===== src/hdl/ccdseq_pkg.sv =====
// Purpose: shared constants and types for the readout clock sequencer
// Assumes: 100 MHz system clock
// Notes:   counts derived from times with ceiling rounding
`default_nettype none
package ccdseq_pkg;
	// ****************************************
	// clock and timing
	// ****************************************
	localparam int unsigned CLK_PERIOD_PS  = 10000;
	localparam int unsigned SHUT_PULSE_NS  = 1000;  // least substrate pulse width
	localparam int unsigned SHUT_DELAY_NS  = 1000;  // least gap pulse end to first phase
	localparam int unsigned SHUT_PULSE_CYC = (SHUT_PULSE_NS * 1000 + CLK_PERIOD_PS - 1)
		/ CLK_PERIOD_PS;
	localparam int unsigned SHUT_DELAY_CYC = (SHUT_DELAY_NS * 1000 + CLK_PERIOD_PS - 1)
		/ CLK_PERIOD_PS;
	localparam int unsigned PHASE_CYC      = 4;     // cycles per vertical phase step
	localparam int unsigned PIX_HALF_CYC   = 1;     // cycles per horizontal half period

	// ****************************************
	// frame geometry per readout mode
	// ****************************************
	localparam logic [11:0] LINES_SHORT  = 12'h23C; // 572
	localparam logic [11:0] LINES_LONG   = 12'h478; // 1144
	localparam logic [11:0] PIXELS_SHORT = 12'h3F5; // 1013
	localparam logic [11:0] PIXELS_LONG  = 12'h7EA; // 2026
	localparam int unsigned CNT_W        = 12;
	localparam int unsigned TIMER_W      = 8;

	// vertical phase drive: low, mid, top
	typedef enum logic [1:0] {
		CCDSEQ_LVL_LOW = 2'h0,
		CCDSEQ_LVL_MID = 2'h1,
		CCDSEQ_LVL_TOP = 2'h2
	} ccdseq_lvl_t;

	typedef struct packed {
		ccdseq_lvl_t vertical_phase_one;
		ccdseq_lvl_t vertical_phase_two;
		ccdseq_lvl_t vertical_phase_three;
		ccdseq_lvl_t vertical_phase_four;
	} ccdseq_vert_t;

	typedef struct packed {
		logic phase_one;
		logic horizontal_phase_two_storage;
		logic last_horizontal_gate_clock;
		logic reset_gate;
	} ccdseq_horiz_t;

	// mode 0: short line count, mode 1: long count
	typedef struct packed {
		logic mode_long_lines;
		logic mode_long_pixels;
		logic shutter_enable;
		logic [15:0] exposure_lines;
	} ccdseq_cfg_t;

	typedef enum logic [6:0] {
		CCDSEQ_IDLE  = 7'h01,
		CCDSEQ_SHUT  = 7'h02,
		CCDSEQ_EXPO  = 7'h04,
		CCDSEQ_XFER  = 7'h08,
		CCDSEQ_VLINE = 7'h10,
		CCDSEQ_HPIX  = 7'h20,
		CCDSEQ_DONE  = 7'h40
	} ccdseq_state_t;
endpackage
`default_nettype wire


===== src/hdl/ccdseq_vpat.sv =====
// Purpose: five-step vertical phase pattern generator for one line transfer
// Assumes: start is a one-cycle pulse when idle
// Notes:   rising edges share a cycle with falling edges, except the transfer rise to top, which leads its fall by one step
`timescale 1ns/1ps
`default_nettype none
module ccdseq_vpat (
	input  wire logic                  i_clk_sys,
	input  wire logic                  i_reset_n,
	input  wire logic                  i_start,
	input  wire logic                  i_xfer,
	output ccdseq_pkg::ccdseq_vert_t   o_vert,
	output logic                       o_busy,
	output logic                       o_row_moved
);
	logic [2:0]                          step;
	logic [ccdseq_pkg::TIMER_W-1:0]      timer;
	logic                                xfer_mode;
	ccdseq_pkg::ccdseq_vert_t            next_vert;
	wire logic                           step_end;
	wire logic                           last_step;

	assign step_end  = (timer == ccdseq_pkg::TIMER_W'(ccdseq_pkg::PHASE_CYC - 1));
	assign last_step = (step == 3'h4);

	// pattern table; every change after the transfer rise to top swaps one phase up while another drops together
	always_comb begin
		next_vert = '{ccdseq_pkg::CCDSEQ_LVL_MID, ccdseq_pkg::CCDSEQ_LVL_MID,
			ccdseq_pkg::CCDSEQ_LVL_LOW, ccdseq_pkg::CCDSEQ_LVL_LOW};
		unique case (step)
			3'h0: next_vert = xfer_mode ?
				'{ccdseq_pkg::CCDSEQ_LVL_TOP, ccdseq_pkg::CCDSEQ_LVL_MID,
				ccdseq_pkg::CCDSEQ_LVL_LOW, ccdseq_pkg::CCDSEQ_LVL_LOW} :
				'{ccdseq_pkg::CCDSEQ_LVL_MID, ccdseq_pkg::CCDSEQ_LVL_MID,
				ccdseq_pkg::CCDSEQ_LVL_LOW, ccdseq_pkg::CCDSEQ_LVL_LOW};
			// top returns to mid exactly as phase four rises
			3'h1: next_vert = '{ccdseq_pkg::CCDSEQ_LVL_MID, ccdseq_pkg::CCDSEQ_LVL_LOW,
				ccdseq_pkg::CCDSEQ_LVL_LOW, ccdseq_pkg::CCDSEQ_LVL_MID};
			// phase one falls here: the row lands in the horizontal register
			3'h2: next_vert = '{ccdseq_pkg::CCDSEQ_LVL_LOW, ccdseq_pkg::CCDSEQ_LVL_LOW,
				ccdseq_pkg::CCDSEQ_LVL_MID, ccdseq_pkg::CCDSEQ_LVL_MID};
			3'h3: next_vert = '{ccdseq_pkg::CCDSEQ_LVL_LOW, ccdseq_pkg::CCDSEQ_LVL_MID,
				ccdseq_pkg::CCDSEQ_LVL_MID, ccdseq_pkg::CCDSEQ_LVL_LOW};
			// phase one back to mid, ready for the next row
			3'h4: next_vert = '{ccdseq_pkg::CCDSEQ_LVL_MID, ccdseq_pkg::CCDSEQ_LVL_MID,
				ccdseq_pkg::CCDSEQ_LVL_LOW, ccdseq_pkg::CCDSEQ_LVL_LOW};
			default: next_vert = o_vert;
		endcase
	end

	// step sequencer
	always_ff @(posedge i_clk_sys or negedge i_reset_n) begin
		if (!i_reset_n) begin
			step        <= 3'h0;
			timer       <= '0;
			o_busy      <= 1'b0;
			xfer_mode   <= 1'b0;
			o_row_moved <= 1'b0;
			o_vert      <= '{ccdseq_pkg::CCDSEQ_LVL_MID, ccdseq_pkg::CCDSEQ_LVL_MID,
				ccdseq_pkg::CCDSEQ_LVL_LOW, ccdseq_pkg::CCDSEQ_LVL_LOW};
		end else begin
			o_row_moved <= 1'b0;
			if (!o_busy) begin
				if (i_start) begin
					o_busy    <= 1'b1;
					xfer_mode <= i_xfer;
					step      <= 3'h0;
					timer     <= '0;
				end
			end else begin
				o_vert <= next_vert;
				timer  <= step_end ? '0 : timer + 1'b1;
				if (step_end) begin
					step <= step + 3'h1;
					if (last_step) begin
						o_busy      <= 1'b0;
						o_row_moved <= 1'b1;
					end
				end
			end
		end
	end
endmodule
`default_nettype wire


===== src/hdl/ccdseq_top.sv =====
// Purpose: timing generator driving an interline ccd sensor's clock pins
// Assumes: pins are driven through level translators from these codes
// Notes:   horizontal clocks run at half the system clock at fastest
//
// Behaviour
// - each row transfer ends with vertical phase one falling.
// - issue at least 572 or 1144 line transfers per frame by mode.
// - vertical rising edges coincide with or lead the paired falling edge.
// - phase one drops top to mid as phase four rises.
// - toggle last horizontal gate clock once per pixel; sensor shifts on fall.
// - clock at least 1013 or 2026 pixels per line by mode.
// - substrate shutter pulse optional; pin may rest unclocked.
// - exposure runs from shutter fall to next phase one fall.
// - last horizontal gate clock copies horizontal phase two storage waveform.
`timescale 1ns/1ps
`default_nettype none
module ccdseq_top (
	input  wire logic                  i_clk_sys,
	input  wire logic                  i_reset_n,
	input  wire logic                  i_frame_start,
	input  wire ccdseq_pkg::ccdseq_cfg_t i_cfg,
	output ccdseq_pkg::ccdseq_vert_t   o_vert,
	output ccdseq_pkg::ccdseq_horiz_t  o_horiz,
	output logic                       o_substrate_shutter,
	output logic                       o_busy,
	output logic                       o_frame_done,
	output logic                       o_pixel_valid
);
	// ****************************************
	// declarations
	// ****************************************
	ccdseq_pkg::ccdseq_state_t           state;
	ccdseq_pkg::ccdseq_state_t           next_state;
	ccdseq_pkg::ccdseq_cfg_t             cfg;
	logic [ccdseq_pkg::CNT_W-1:0]        line_cnt;
	logic [ccdseq_pkg::CNT_W-1:0]        pix_cnt;
	logic [15:0]                         expo_cnt;
	logic [ccdseq_pkg::TIMER_W-1:0]      timer;
	logic                                hphase;
	logic                                vp_start;
	logic                                vp_xfer;
	logic                                vp_busy;
	logic                                vp_moved;
	ccdseq_pkg::ccdseq_vert_t            vp_vert;
	wire logic [ccdseq_pkg::CNT_W-1:0]   lines_target;
	wire logic [ccdseq_pkg::CNT_W-1:0]   pixels_target;
	wire logic                           shut_done;
	wire logic                           delay_done;
	wire logic                           expo_done;
	wire logic                           line_last;
	wire logic                           pix_last;
	wire logic                           pix_fall;

	// ****************************************
	// decode
	// ****************************************
	function automatic logic timer_hit(input logic [ccdseq_pkg::TIMER_W-1:0] t,
		input int unsigned lim);
		timer_hit = (t >= ccdseq_pkg::TIMER_W'(lim - 1));
	endfunction

	// frame geometry chosen by readout mode
	assign lines_target  = cfg.mode_long_lines ? ccdseq_pkg::LINES_LONG
		: ccdseq_pkg::LINES_SHORT;
	assign pixels_target = cfg.mode_long_pixels ? ccdseq_pkg::PIXELS_LONG
		: ccdseq_pkg::PIXELS_SHORT;
	assign shut_done     = timer_hit(timer, ccdseq_pkg::SHUT_PULSE_CYC);
	assign delay_done    = timer_hit(timer, ccdseq_pkg::SHUT_DELAY_CYC);
	assign expo_done     = delay_done && (expo_cnt >= cfg.exposure_lines);
	assign line_last     = (line_cnt == lines_target - 1'b1);
	assign pix_last      = (pix_cnt == pixels_target - 1'b1);
	assign pix_fall      = hphase && timer_hit(timer, ccdseq_pkg::PIX_HALF_CYC);

	// ****************************************
	// frame state machine
	// ****************************************
	always_comb begin
		next_state = state;
		vp_start   = 1'b0;
		vp_xfer    = 1'b0;
		unique case (state)
			ccdseq_pkg::CCDSEQ_IDLE: if (i_frame_start) begin
				// without shutter the pin rests and exposure is the frame gap
				next_state = i_cfg.shutter_enable ? ccdseq_pkg::CCDSEQ_SHUT
					: ccdseq_pkg::CCDSEQ_XFER;
			end
			ccdseq_pkg::CCDSEQ_SHUT: if (shut_done) begin
				next_state = ccdseq_pkg::CCDSEQ_EXPO;
			end
			// exposure window opens at the shutter fall
			ccdseq_pkg::CCDSEQ_EXPO: if (expo_done) begin
				next_state = ccdseq_pkg::CCDSEQ_XFER;
			end
			// photodiode transfer closes exposure; sensor merges dummy row
			ccdseq_pkg::CCDSEQ_XFER: begin
				vp_start = !vp_busy && !vp_moved;
				vp_xfer  = 1'b1;
				if (vp_moved) begin
					next_state = ccdseq_pkg::CCDSEQ_VLINE;
				end
			end
			ccdseq_pkg::CCDSEQ_VLINE: begin
				vp_start = !vp_busy && !vp_moved;
				if (vp_moved) begin
					next_state = ccdseq_pkg::CCDSEQ_HPIX;
				end
			end
			ccdseq_pkg::CCDSEQ_HPIX: if (pix_fall && pix_last) begin
				next_state = line_last ? ccdseq_pkg::CCDSEQ_DONE
					: ccdseq_pkg::CCDSEQ_VLINE;
			end
			ccdseq_pkg::CCDSEQ_DONE: next_state = ccdseq_pkg::CCDSEQ_IDLE;
			default: next_state = ccdseq_pkg::CCDSEQ_IDLE;
		endcase
	end

	always_ff @(posedge i_clk_sys or negedge i_reset_n) begin
		if (!i_reset_n) begin
			state <= ccdseq_pkg::CCDSEQ_IDLE;
		end else begin
			state <= next_state;
		end
	end

	// config latched at frame start so a mode change never splits a frame
	always_ff @(posedge i_clk_sys or negedge i_reset_n) begin
		if (!i_reset_n) begin
			cfg <= '0;
		end else if (state == ccdseq_pkg::CCDSEQ_IDLE && i_frame_start) begin
			cfg <= i_cfg;
		end
	end

	// ****************************************
	// counters
	// ****************************************
	// shared timer: shutter width, exposure tick, pixel half period
	always_ff @(posedge i_clk_sys or negedge i_reset_n) begin
		if (!i_reset_n) begin
			timer <= '0;
		end else if (state != next_state) begin
			timer <= '0;
		end else if ((state == ccdseq_pkg::CCDSEQ_EXPO && delay_done)
			|| (state == ccdseq_pkg::CCDSEQ_HPIX
			&& timer_hit(timer, ccdseq_pkg::PIX_HALF_CYC))) begin
			timer <= '0;
		end else begin
			timer <= timer + 1'b1;
		end
	end

	// exposure counted in fixed ticks so each frame matches
	always_ff @(posedge i_clk_sys or negedge i_reset_n) begin
		if (!i_reset_n) begin
			expo_cnt <= '0;
		end else if (state != ccdseq_pkg::CCDSEQ_EXPO) begin
			expo_cnt <= '0;
		end else if (delay_done) begin
			expo_cnt <= expo_cnt + 16'h0001;
		end
	end

	// line counter, one per completed row
	always_ff @(posedge i_clk_sys or negedge i_reset_n) begin
		if (!i_reset_n) begin
			line_cnt <= '0;
		end else if (state == ccdseq_pkg::CCDSEQ_XFER) begin
			line_cnt <= '0;
		end else if (state == ccdseq_pkg::CCDSEQ_HPIX && pix_fall && pix_last) begin
			line_cnt <= line_cnt + 1'b1;
		end
	end

	// pixel counter; one horizontal gate fall per pixel
	always_ff @(posedge i_clk_sys or negedge i_reset_n) begin
		if (!i_reset_n) begin
			pix_cnt <= '0;
			hphase  <= 1'b0;
		end else if (state != ccdseq_pkg::CCDSEQ_HPIX) begin
			pix_cnt <= '0;
			hphase  <= 1'b0;
		end else if (timer_hit(timer, ccdseq_pkg::PIX_HALF_CYC)) begin
			hphase  <= !hphase;
			if (hphase) begin
				pix_cnt <= pix_cnt + 1'b1;
			end
		end
	end

	// ****************************************
	// vertical pattern engine
	// ****************************************
	ccdseq_vpat u_vpat (
		.i_clk_sys   (i_clk_sys),
		.i_reset_n   (i_reset_n),
		.i_start     (vp_start),
		.i_xfer      (vp_xfer),
		.o_vert      (vp_vert),
		.o_busy      (vp_busy),
		.o_row_moved (vp_moved)
	);

	// ****************************************
	// pin registers
	// ****************************************
	// storage and last gate clocks share one waveform
	always_ff @(posedge i_clk_sys or negedge i_reset_n) begin
		if (!i_reset_n) begin
			o_vert              <= '{ccdseq_pkg::CCDSEQ_LVL_MID, ccdseq_pkg::CCDSEQ_LVL_MID,
				ccdseq_pkg::CCDSEQ_LVL_LOW, ccdseq_pkg::CCDSEQ_LVL_LOW};
			o_horiz             <= '0;
			o_substrate_shutter <= 1'b0;
			o_busy              <= 1'b0;
			o_frame_done        <= 1'b0;
			o_pixel_valid       <= 1'b0;
		end else begin
			o_vert                               <= vp_vert;
			o_horiz.phase_one                    <= !hphase
				&& state == ccdseq_pkg::CCDSEQ_HPIX;
			o_horiz.horizontal_phase_two_storage <= hphase;
			o_horiz.last_horizontal_gate_clock   <= hphase;
			o_horiz.reset_gate                   <= state == ccdseq_pkg::CCDSEQ_HPIX
				&& !hphase && timer == '0;
			o_substrate_shutter <= (state == ccdseq_pkg::CCDSEQ_SHUT);
			o_busy              <= (state != ccdseq_pkg::CCDSEQ_IDLE);
			o_frame_done        <= (state == ccdseq_pkg::CCDSEQ_DONE);
			o_pixel_valid       <= (state == ccdseq_pkg::CCDSEQ_HPIX) && pix_fall;
		end
	end
endmodule
`default_nettype wire


===== config.mk =====
export PLATFORM = sky130hd
export DESIGN_NAME = ccdseq_top
export DESIGN_NICKNAME = d
export VERILOG_FILES = /design/src/hdl/ccdseq_pkg.sv /design/src/hdl/ccdseq_vpat.sv /design/src/hdl/ccdseq_top.sv
export SDC_FILE = /design/constraint.sdc
export NUM_CORES = 1
export LEC_CHECK = 0
export BUFFER_PORTS_ARGS = -buffer_cell sky130_fd_sc_hd__buf_4
export CORE_MARGIN = 5
export CORE_UTILIZATION = 43
export CTS_BUF_LIST = sky130_fd_sc_hd__clkbuf_8
export CTS_CLUSTER_DIAMETER = 200
export CTS_CLUSTER_SIZE = 24
export DETAILED_ROUTE_END_ITERATION = 8
export GPL_TIMING_DRIVEN = 0
export SYNTH_ARGS = -nofsm -noshare
export SYNTH_HDL_FRONTEND = slang
export SYNTH_SLANG_ARGS = --single-unit

===== constraint.sdc =====
create_clock -name i_clk_sys -period 5.2 [get_ports i_clk_sys]
set_input_delay 0.26 -clock i_clk_sys [delete_from_list [all_inputs] [get_ports i_clk_sys]]
set_output_delay 0.26 -clock i_clk_sys [all_outputs]
set_load 0.005 [all_outputs]

* Word-level counts from Yosys, hierarchy flattened
Index checks and enable logic that the tools add are counted.
Word-level totals: register bits after elaboration 111, output and inout bits 16
Operators by class: add/sub/neg operators 8, $lt $le $gt $ge 3, eq/ne operators 19, mux-type cells 39, bitwise logic cells 1, reduce and logical (&&, ||, !) cells 28
Operators by type and width (count):
- $mux 12 | 5
- $mux 7 | 7
- $mux 8 | 6
- $pmux 7 s6 | 1
- $pmux 8 s5 | 1
- $mux 16 | 2
- $add 12x1->12 const B | 2
- $eq 12x12->1 | 2
- $sub 11x1->12 const B | 2
- $mux 11 | 2
- $add 16x1->16 const B | 1
- $add 8x1->8 const B | 2
- $ge 16x16->1 | 1
- $logic_and 1x1->1 | 11
- $mux 1 | 11
- $reduce_bool 2->1 | 5
- $mux 3 | 3
- $eq 8x2->1 const B | 1
- $ge 8x1->1 const B | 1
- $ge 8x7->1 const B | 1
- $logic_not 8->1 | 1
- $reduce_and 2->1 | 4
- $eq 7x1->1 const B | 1
- $eq 7x2->1 const B | 1
- other kinds (21) | 24

* Logic depth before layout (Yosys ltp)
word-level depth 8, depth in mapped cells 8

* Hierarchy
From an unflattened synthesis, not the netlist that was laid out.
Unflattened totals: cells, all modules 540, area total of the unflattened synthesis 5434.0 um2
Modules (own cells, without submodules):
- ccdseq_top | instances 1, cells an instance 432, area each 4390.5 um2
- ccdseq_vpat | instances 1, cells an instance 108, area each 1043.5 um2

* Worst setup path after synthesis
No wires, ideal clock.
path type register to register, start register state[4], end register line_cnt[7] (netlist bit), setup time 77 ps, data arrival time 1922 ps, path slack 3201 ps, stages on the path, launching flop included 8, clock period less this slack 1999 ps, path through dfrtp_1 > buf_2 > nor3_4 > nand3_1 > or3_1 > clkbuf_1 > or4_1 > a21oi_1
Between the ends: word-level cells in the longest chain between the ends 4
RTL lines:
- start: declaration | line ccdseq_top.sv:32 | ccdseq_pkg::ccdseq_state_t state;
- start signal: assignment | line ccdseq_top.sv:119 | state <= ccdseq_pkg::CCDSEQ_IDLE;
- start signal: assignment | line ccdseq_top.sv:121 | state <= next_state;
- $eq 7x6->1 | line ccdseq_top.sv:169 | end else if (state == ccdseq_pkg::CCDSEQ_HPIX && pix_fall && pix_last) begin
- $logic_and 1x1->1 (2 in a row) | line ccdseq_top.sv:169
- $reduce_bool 2->1 (no source line)
- end signal: assignment | line ccdseq_top.sv:170 | line_cnt <= line_cnt + 1'b1;
- end: declaration | line ccdseq_top.sv:35 | logic [ccdseq_pkg::CNT_W-1:0] line_cnt;
Several ways; a longest one is shown, not always the timed one. A chain may end at the register's enable or synchronous reset.

* Worst setup path in the final report
start register timer[0] (netlist bit), end register timer[2] (netlist bit)
Between the ends: word-level cells in the longest chain between the ends 7
RTL lines:
- start: declaration | line ccdseq_top.sv:38 | logic [ccdseq_pkg::TIMER_W-1:0] timer;
- start signal: assignment | line ccdseq_top.sv:148 | timer <= timer + 1'b1;
- $ge 8x1->1 | line ccdseq_top.sv:59 | timer_hit = (t >= ccdseq_pkg::TIMER_W'(lim - 1));
- $logic_and 1x1->1 | line ccdseq_top.sv:72 | assign pix_fall = hphase && timer_hit(timer, ccdseq_pkg::PIX_HALF_CYC);
- $logic_and 1x1->1 | line ccdseq_top.sv:108 | ccdseq_pkg::CCDSEQ_HPIX: if (pix_fall && pix_last) begin
- $mux 7 | line ccdseq_top.sv:108
- $pmux 7 s6 | line ccdseq_top.sv:81 | unique case (state)
- $ne 7x7->1 | line ccdseq_top.sv:141 | end else if (state != next_state) begin
- $mux 8 * | line ccdseq_top.sv:141
Mark *: on every way between the ends. The rest lies on a longest branch, timed or not.

==> summary.md <==
| Metric | Value |
|---|---|
| Status | finished with violations |
| Failing checks | hold timing |
| DP Wirelength | 7250 µm |
| Die width | 121 µm |
| Top cells by area, synth | dfrtp_1 (47%), ha_1 (6.4%), nor2_1 (4.4%) |
| Top-level I/O count | 38 |
| DR DRC count | 0 |
| Setup bufs post-CTS | 0 |
| Tmin final | 2.40 ns |
| DIE AREA | 14700 µm² |
| Via/cell ratio | 5.15 |
| Routed vias | 3849 |
| Longest Clk Path Bufs | 2 |
| Syn-to-layout area delta | 12.4% |
| Setup crit start | timer[0] |
| Initial antenna violation count | 0 |
| Critical Path Slowest Stage Cell | o32ai_1 |
| Post-Place Cell Area | 5780 µm² |
| Leakage power | 0.00265 µW |
| Post-CTS Resized | 0 |
| Core area | 12100 µm² |
| Layout net count | 623 |
| Share of cells above drive strength 1 | 0.166 |
| Critical path class | flip-flop to flip-flop |
| H-tree Lvls | 3 |
| Setup tns final | 0 ns |
| Max stage delay on crit path | 0.82 ns |
| Final Wtd Congestion | 0.805 |
| Critical Path End | timer[2] |
| Hold/Removal Path Class | primary input to asynchronous set/reset pin |
| Relative slew slack | 0.345 |
| Initial Util | 0.440 |
| Post-Synthesis Cells | 527 |
| Post-CTS Hold Buffers | 0 |
| Sw Pwr | 730 µW |
| YS warnings | 0 |
| Yosys top cell area share | 0.467 |
| Post-route ant nets | 0 |
| CTS tree | built |
| Critical Path Start Type | flip-flop |
| R2R Path Start | timer[0] |
| Most frequent cells in the layout | dfrtp_1 (99), nor2_1 (62), buf_4 (39) |
| FFs w/ async S/R, synth | 1.00 |
| Reg clk slew, reported paths | 0.10 ns |
| Synthesis-stage register bit count | 104 |
| Maximum vdd ir drop | 171 µV |
| Largest net degree at the start of global routing | 105 |
| Critical Path RT | 5.42 ns |
| Sequential-to-total area share from yosys stat | 0.491 |
| Slew Limit Fails | 0 |
| Number of fill cells in the layout | 1144 |
| Vias in the first global route | 3754 |
| GRT overflow | 0 |
| RSZ-0062 raised after global routing | no |
| Reg-to-reg setup timing slack | 2.80 ns |
| Final setup fails | 0 |
| WHS | -0.0168 ns |
| IO Port Bufs | 34 |
| Max Clk Rate | 0.417 GHz |
| Pwr dens | 369 nW/µm² |
| Final hold vios | 7 |
| Clock power frac | 0.212 |
| R2r worst-path depth | 6 |
| Synth unique cells | 57 |
| WL/cell | 13.6 µm |
| Clk_lat worst skew | 0.38 ns |
| Clock Skews | 0.0166 ns |
| Diodes inserted | 0 |
| P_int | 1470 µW |
| TritonCTS Buffers | 9 |
| Area of the mapped netlist | 5310 µm² |
| Die H | 121 µm |
| Syn_area_per_cell | 10.1 µm² |
| FF-to-FF End | timer[2] |
| Tot GR Track Use | 0.148 |
| Initial DRC count | 242 |
| EDFF count, synth | 0 |
| Design Area, Final | 5970 µm² |
| Synth Flop Type | dfrtp_1 |
| CP Cell Sequence | ha_1 > clkbuf_1 > o21a_1 > o21ai_0 > o32ai_1 > nor2_1 |
| DR pass1 iterations | 4 |
| Arr. time, crit path | 2.62 ns |
| Max cap viols | 0 |
| Gate power share | 0.297 |
| First-pass GRT wire length | 17600 µm |
| Worst Path Max Fanout | 8 |
| Worst slew pin tran | 0.980 ns |
| Switching fraction of total power | 0.331 |
| Synth area leader | dfrtp_1 |
| Part of the power in registers | 0.490 |
| Overall power | 2200 µW |
| Final Cycle Share | 0.461 |
| Clock sinks | 104 |
| Commonest non-fill, non-tap cell in the layout | dfrtp_1 |
| Final wirelength | 10100 µm |
| Clock root cell | clkbuf_8 |
| Row cnt | 40 |
| Worst Setup End Kind | flip-flop |
cell usage after synthesis (10+ instances only):
master	n
nor4_1	12
nand3_1	22
nand4_1	10
clkbuf_1	10
xnor2_1	25
xor2_1	13
nand2_1	35
nor2_1	62
a21oi_1	18
nor3_1	11
ha_1	27
dfrtp_1	99
mux2_2	19
inv_1	35
o21ai_0	24
how the worst min path moves through the flow:
stage                       endpoint              from
after global routing        state[0]     i_frame_start
after floorplan               cfg[0]         i_reset_n
after CTS                   state[0]     i_frame_start
final                     pix_cnt[9]         i_reset_n
after detailed placement   o_vert[6]  u_vpat.o_vert[6]
after global placement     o_vert[6]  u_vpat.o_vert[6]
worst max-delay path, delay by kind of cell (launching register included):
| kind | cells | cell delay, ns |
|---|---|---|
| adder cells (fa/ha/maj) | 1 | 0.16 |
| buffers and inverters | 1 | 0.24 |
| AO/OA/AOI/OAI | 3 | 1.28 |
| AND/OR/NAND/NOR | 1 | 0.12 |
| flip-flops | 1 | 0.43 |
state kept, by name (all words and copies together), names as in the netlist:
signal               flops
o_pixel_valid            1
u_vpat.o_vert            5
u_vpat.xfer_mode         1
cfg                     18
o_vert                   5
line_cnt                12
state                    7
u_vpat.o_row_moved       1
expo_cnt                16
timer                    8
hphase                   1
o_horiz                  2
u_vpat.o_busy            1
pix_cnt                 12
o_substrate_shutter      1
u_vpat.step              3
o_busy                   1
o_frame_done             1
u_vpat.timer             8
logic make-up after synthesis:
kind of cell	count (synthesis)	synth area share
mux	21	0.0441
compound gates	79	0.0947
simple gates	202	0.198
buf+inv	55	0.0452
flops	104	0.491
other cells	1	0.000706
fa+ha+maj	27	0.0636
xor+xnor	38	0.0627
power by group through the flow:
stage	logic [µW]	clock network (µW)	registers, µW
floorplan	489	0	1070
global route	759	521	1110
global placement	646	0	1090
finish	656	468	1080
CTS	671	491	1080
detailed placement	668	0	1100
per-layer routing:
layer,track usage,share of wire,up-vias
met4,0.0616,0.014,0
met1,0.197,0.47,1854
li1,-,-,1933
met2,0.237,0.48,53
met3,0.0298,0.033,9
met5,0,0,-
metrics by stage:
stage | hold WS (ns) | util | cells | setup WS, ns
2_1_floorplan | -0.0356 | - | 529 | 3.20
3_3_place_gp | 0.357 | 0.479 | 731 | 2.87
3_5_place_dp | 0.359 | 0.479 | 731 | 2.84
4_1_cts | 0.0687 | 0.494 | 747 | 2.82
5_1_grt | 0.0625 | 0.495 | 747 | 2.62
6_report | -0.0168 | 0.495 | 747 | 2.80
cell type report:
type                    count  area (µm²)  share of cell area
plain buffers              20         109              0.0182
multi-input cells         370        2470               0.414
well taps                 168         210              0.0352
clock buffers              10         138              0.0231
flip-flops and latches    104        2610               0.437
inverters                  35         131              0.0220
repair buffers             34         259              0.0434
clock inverters             6        42.5             0.00713
No activity file was read; power rests on OpenSTA's default activity.
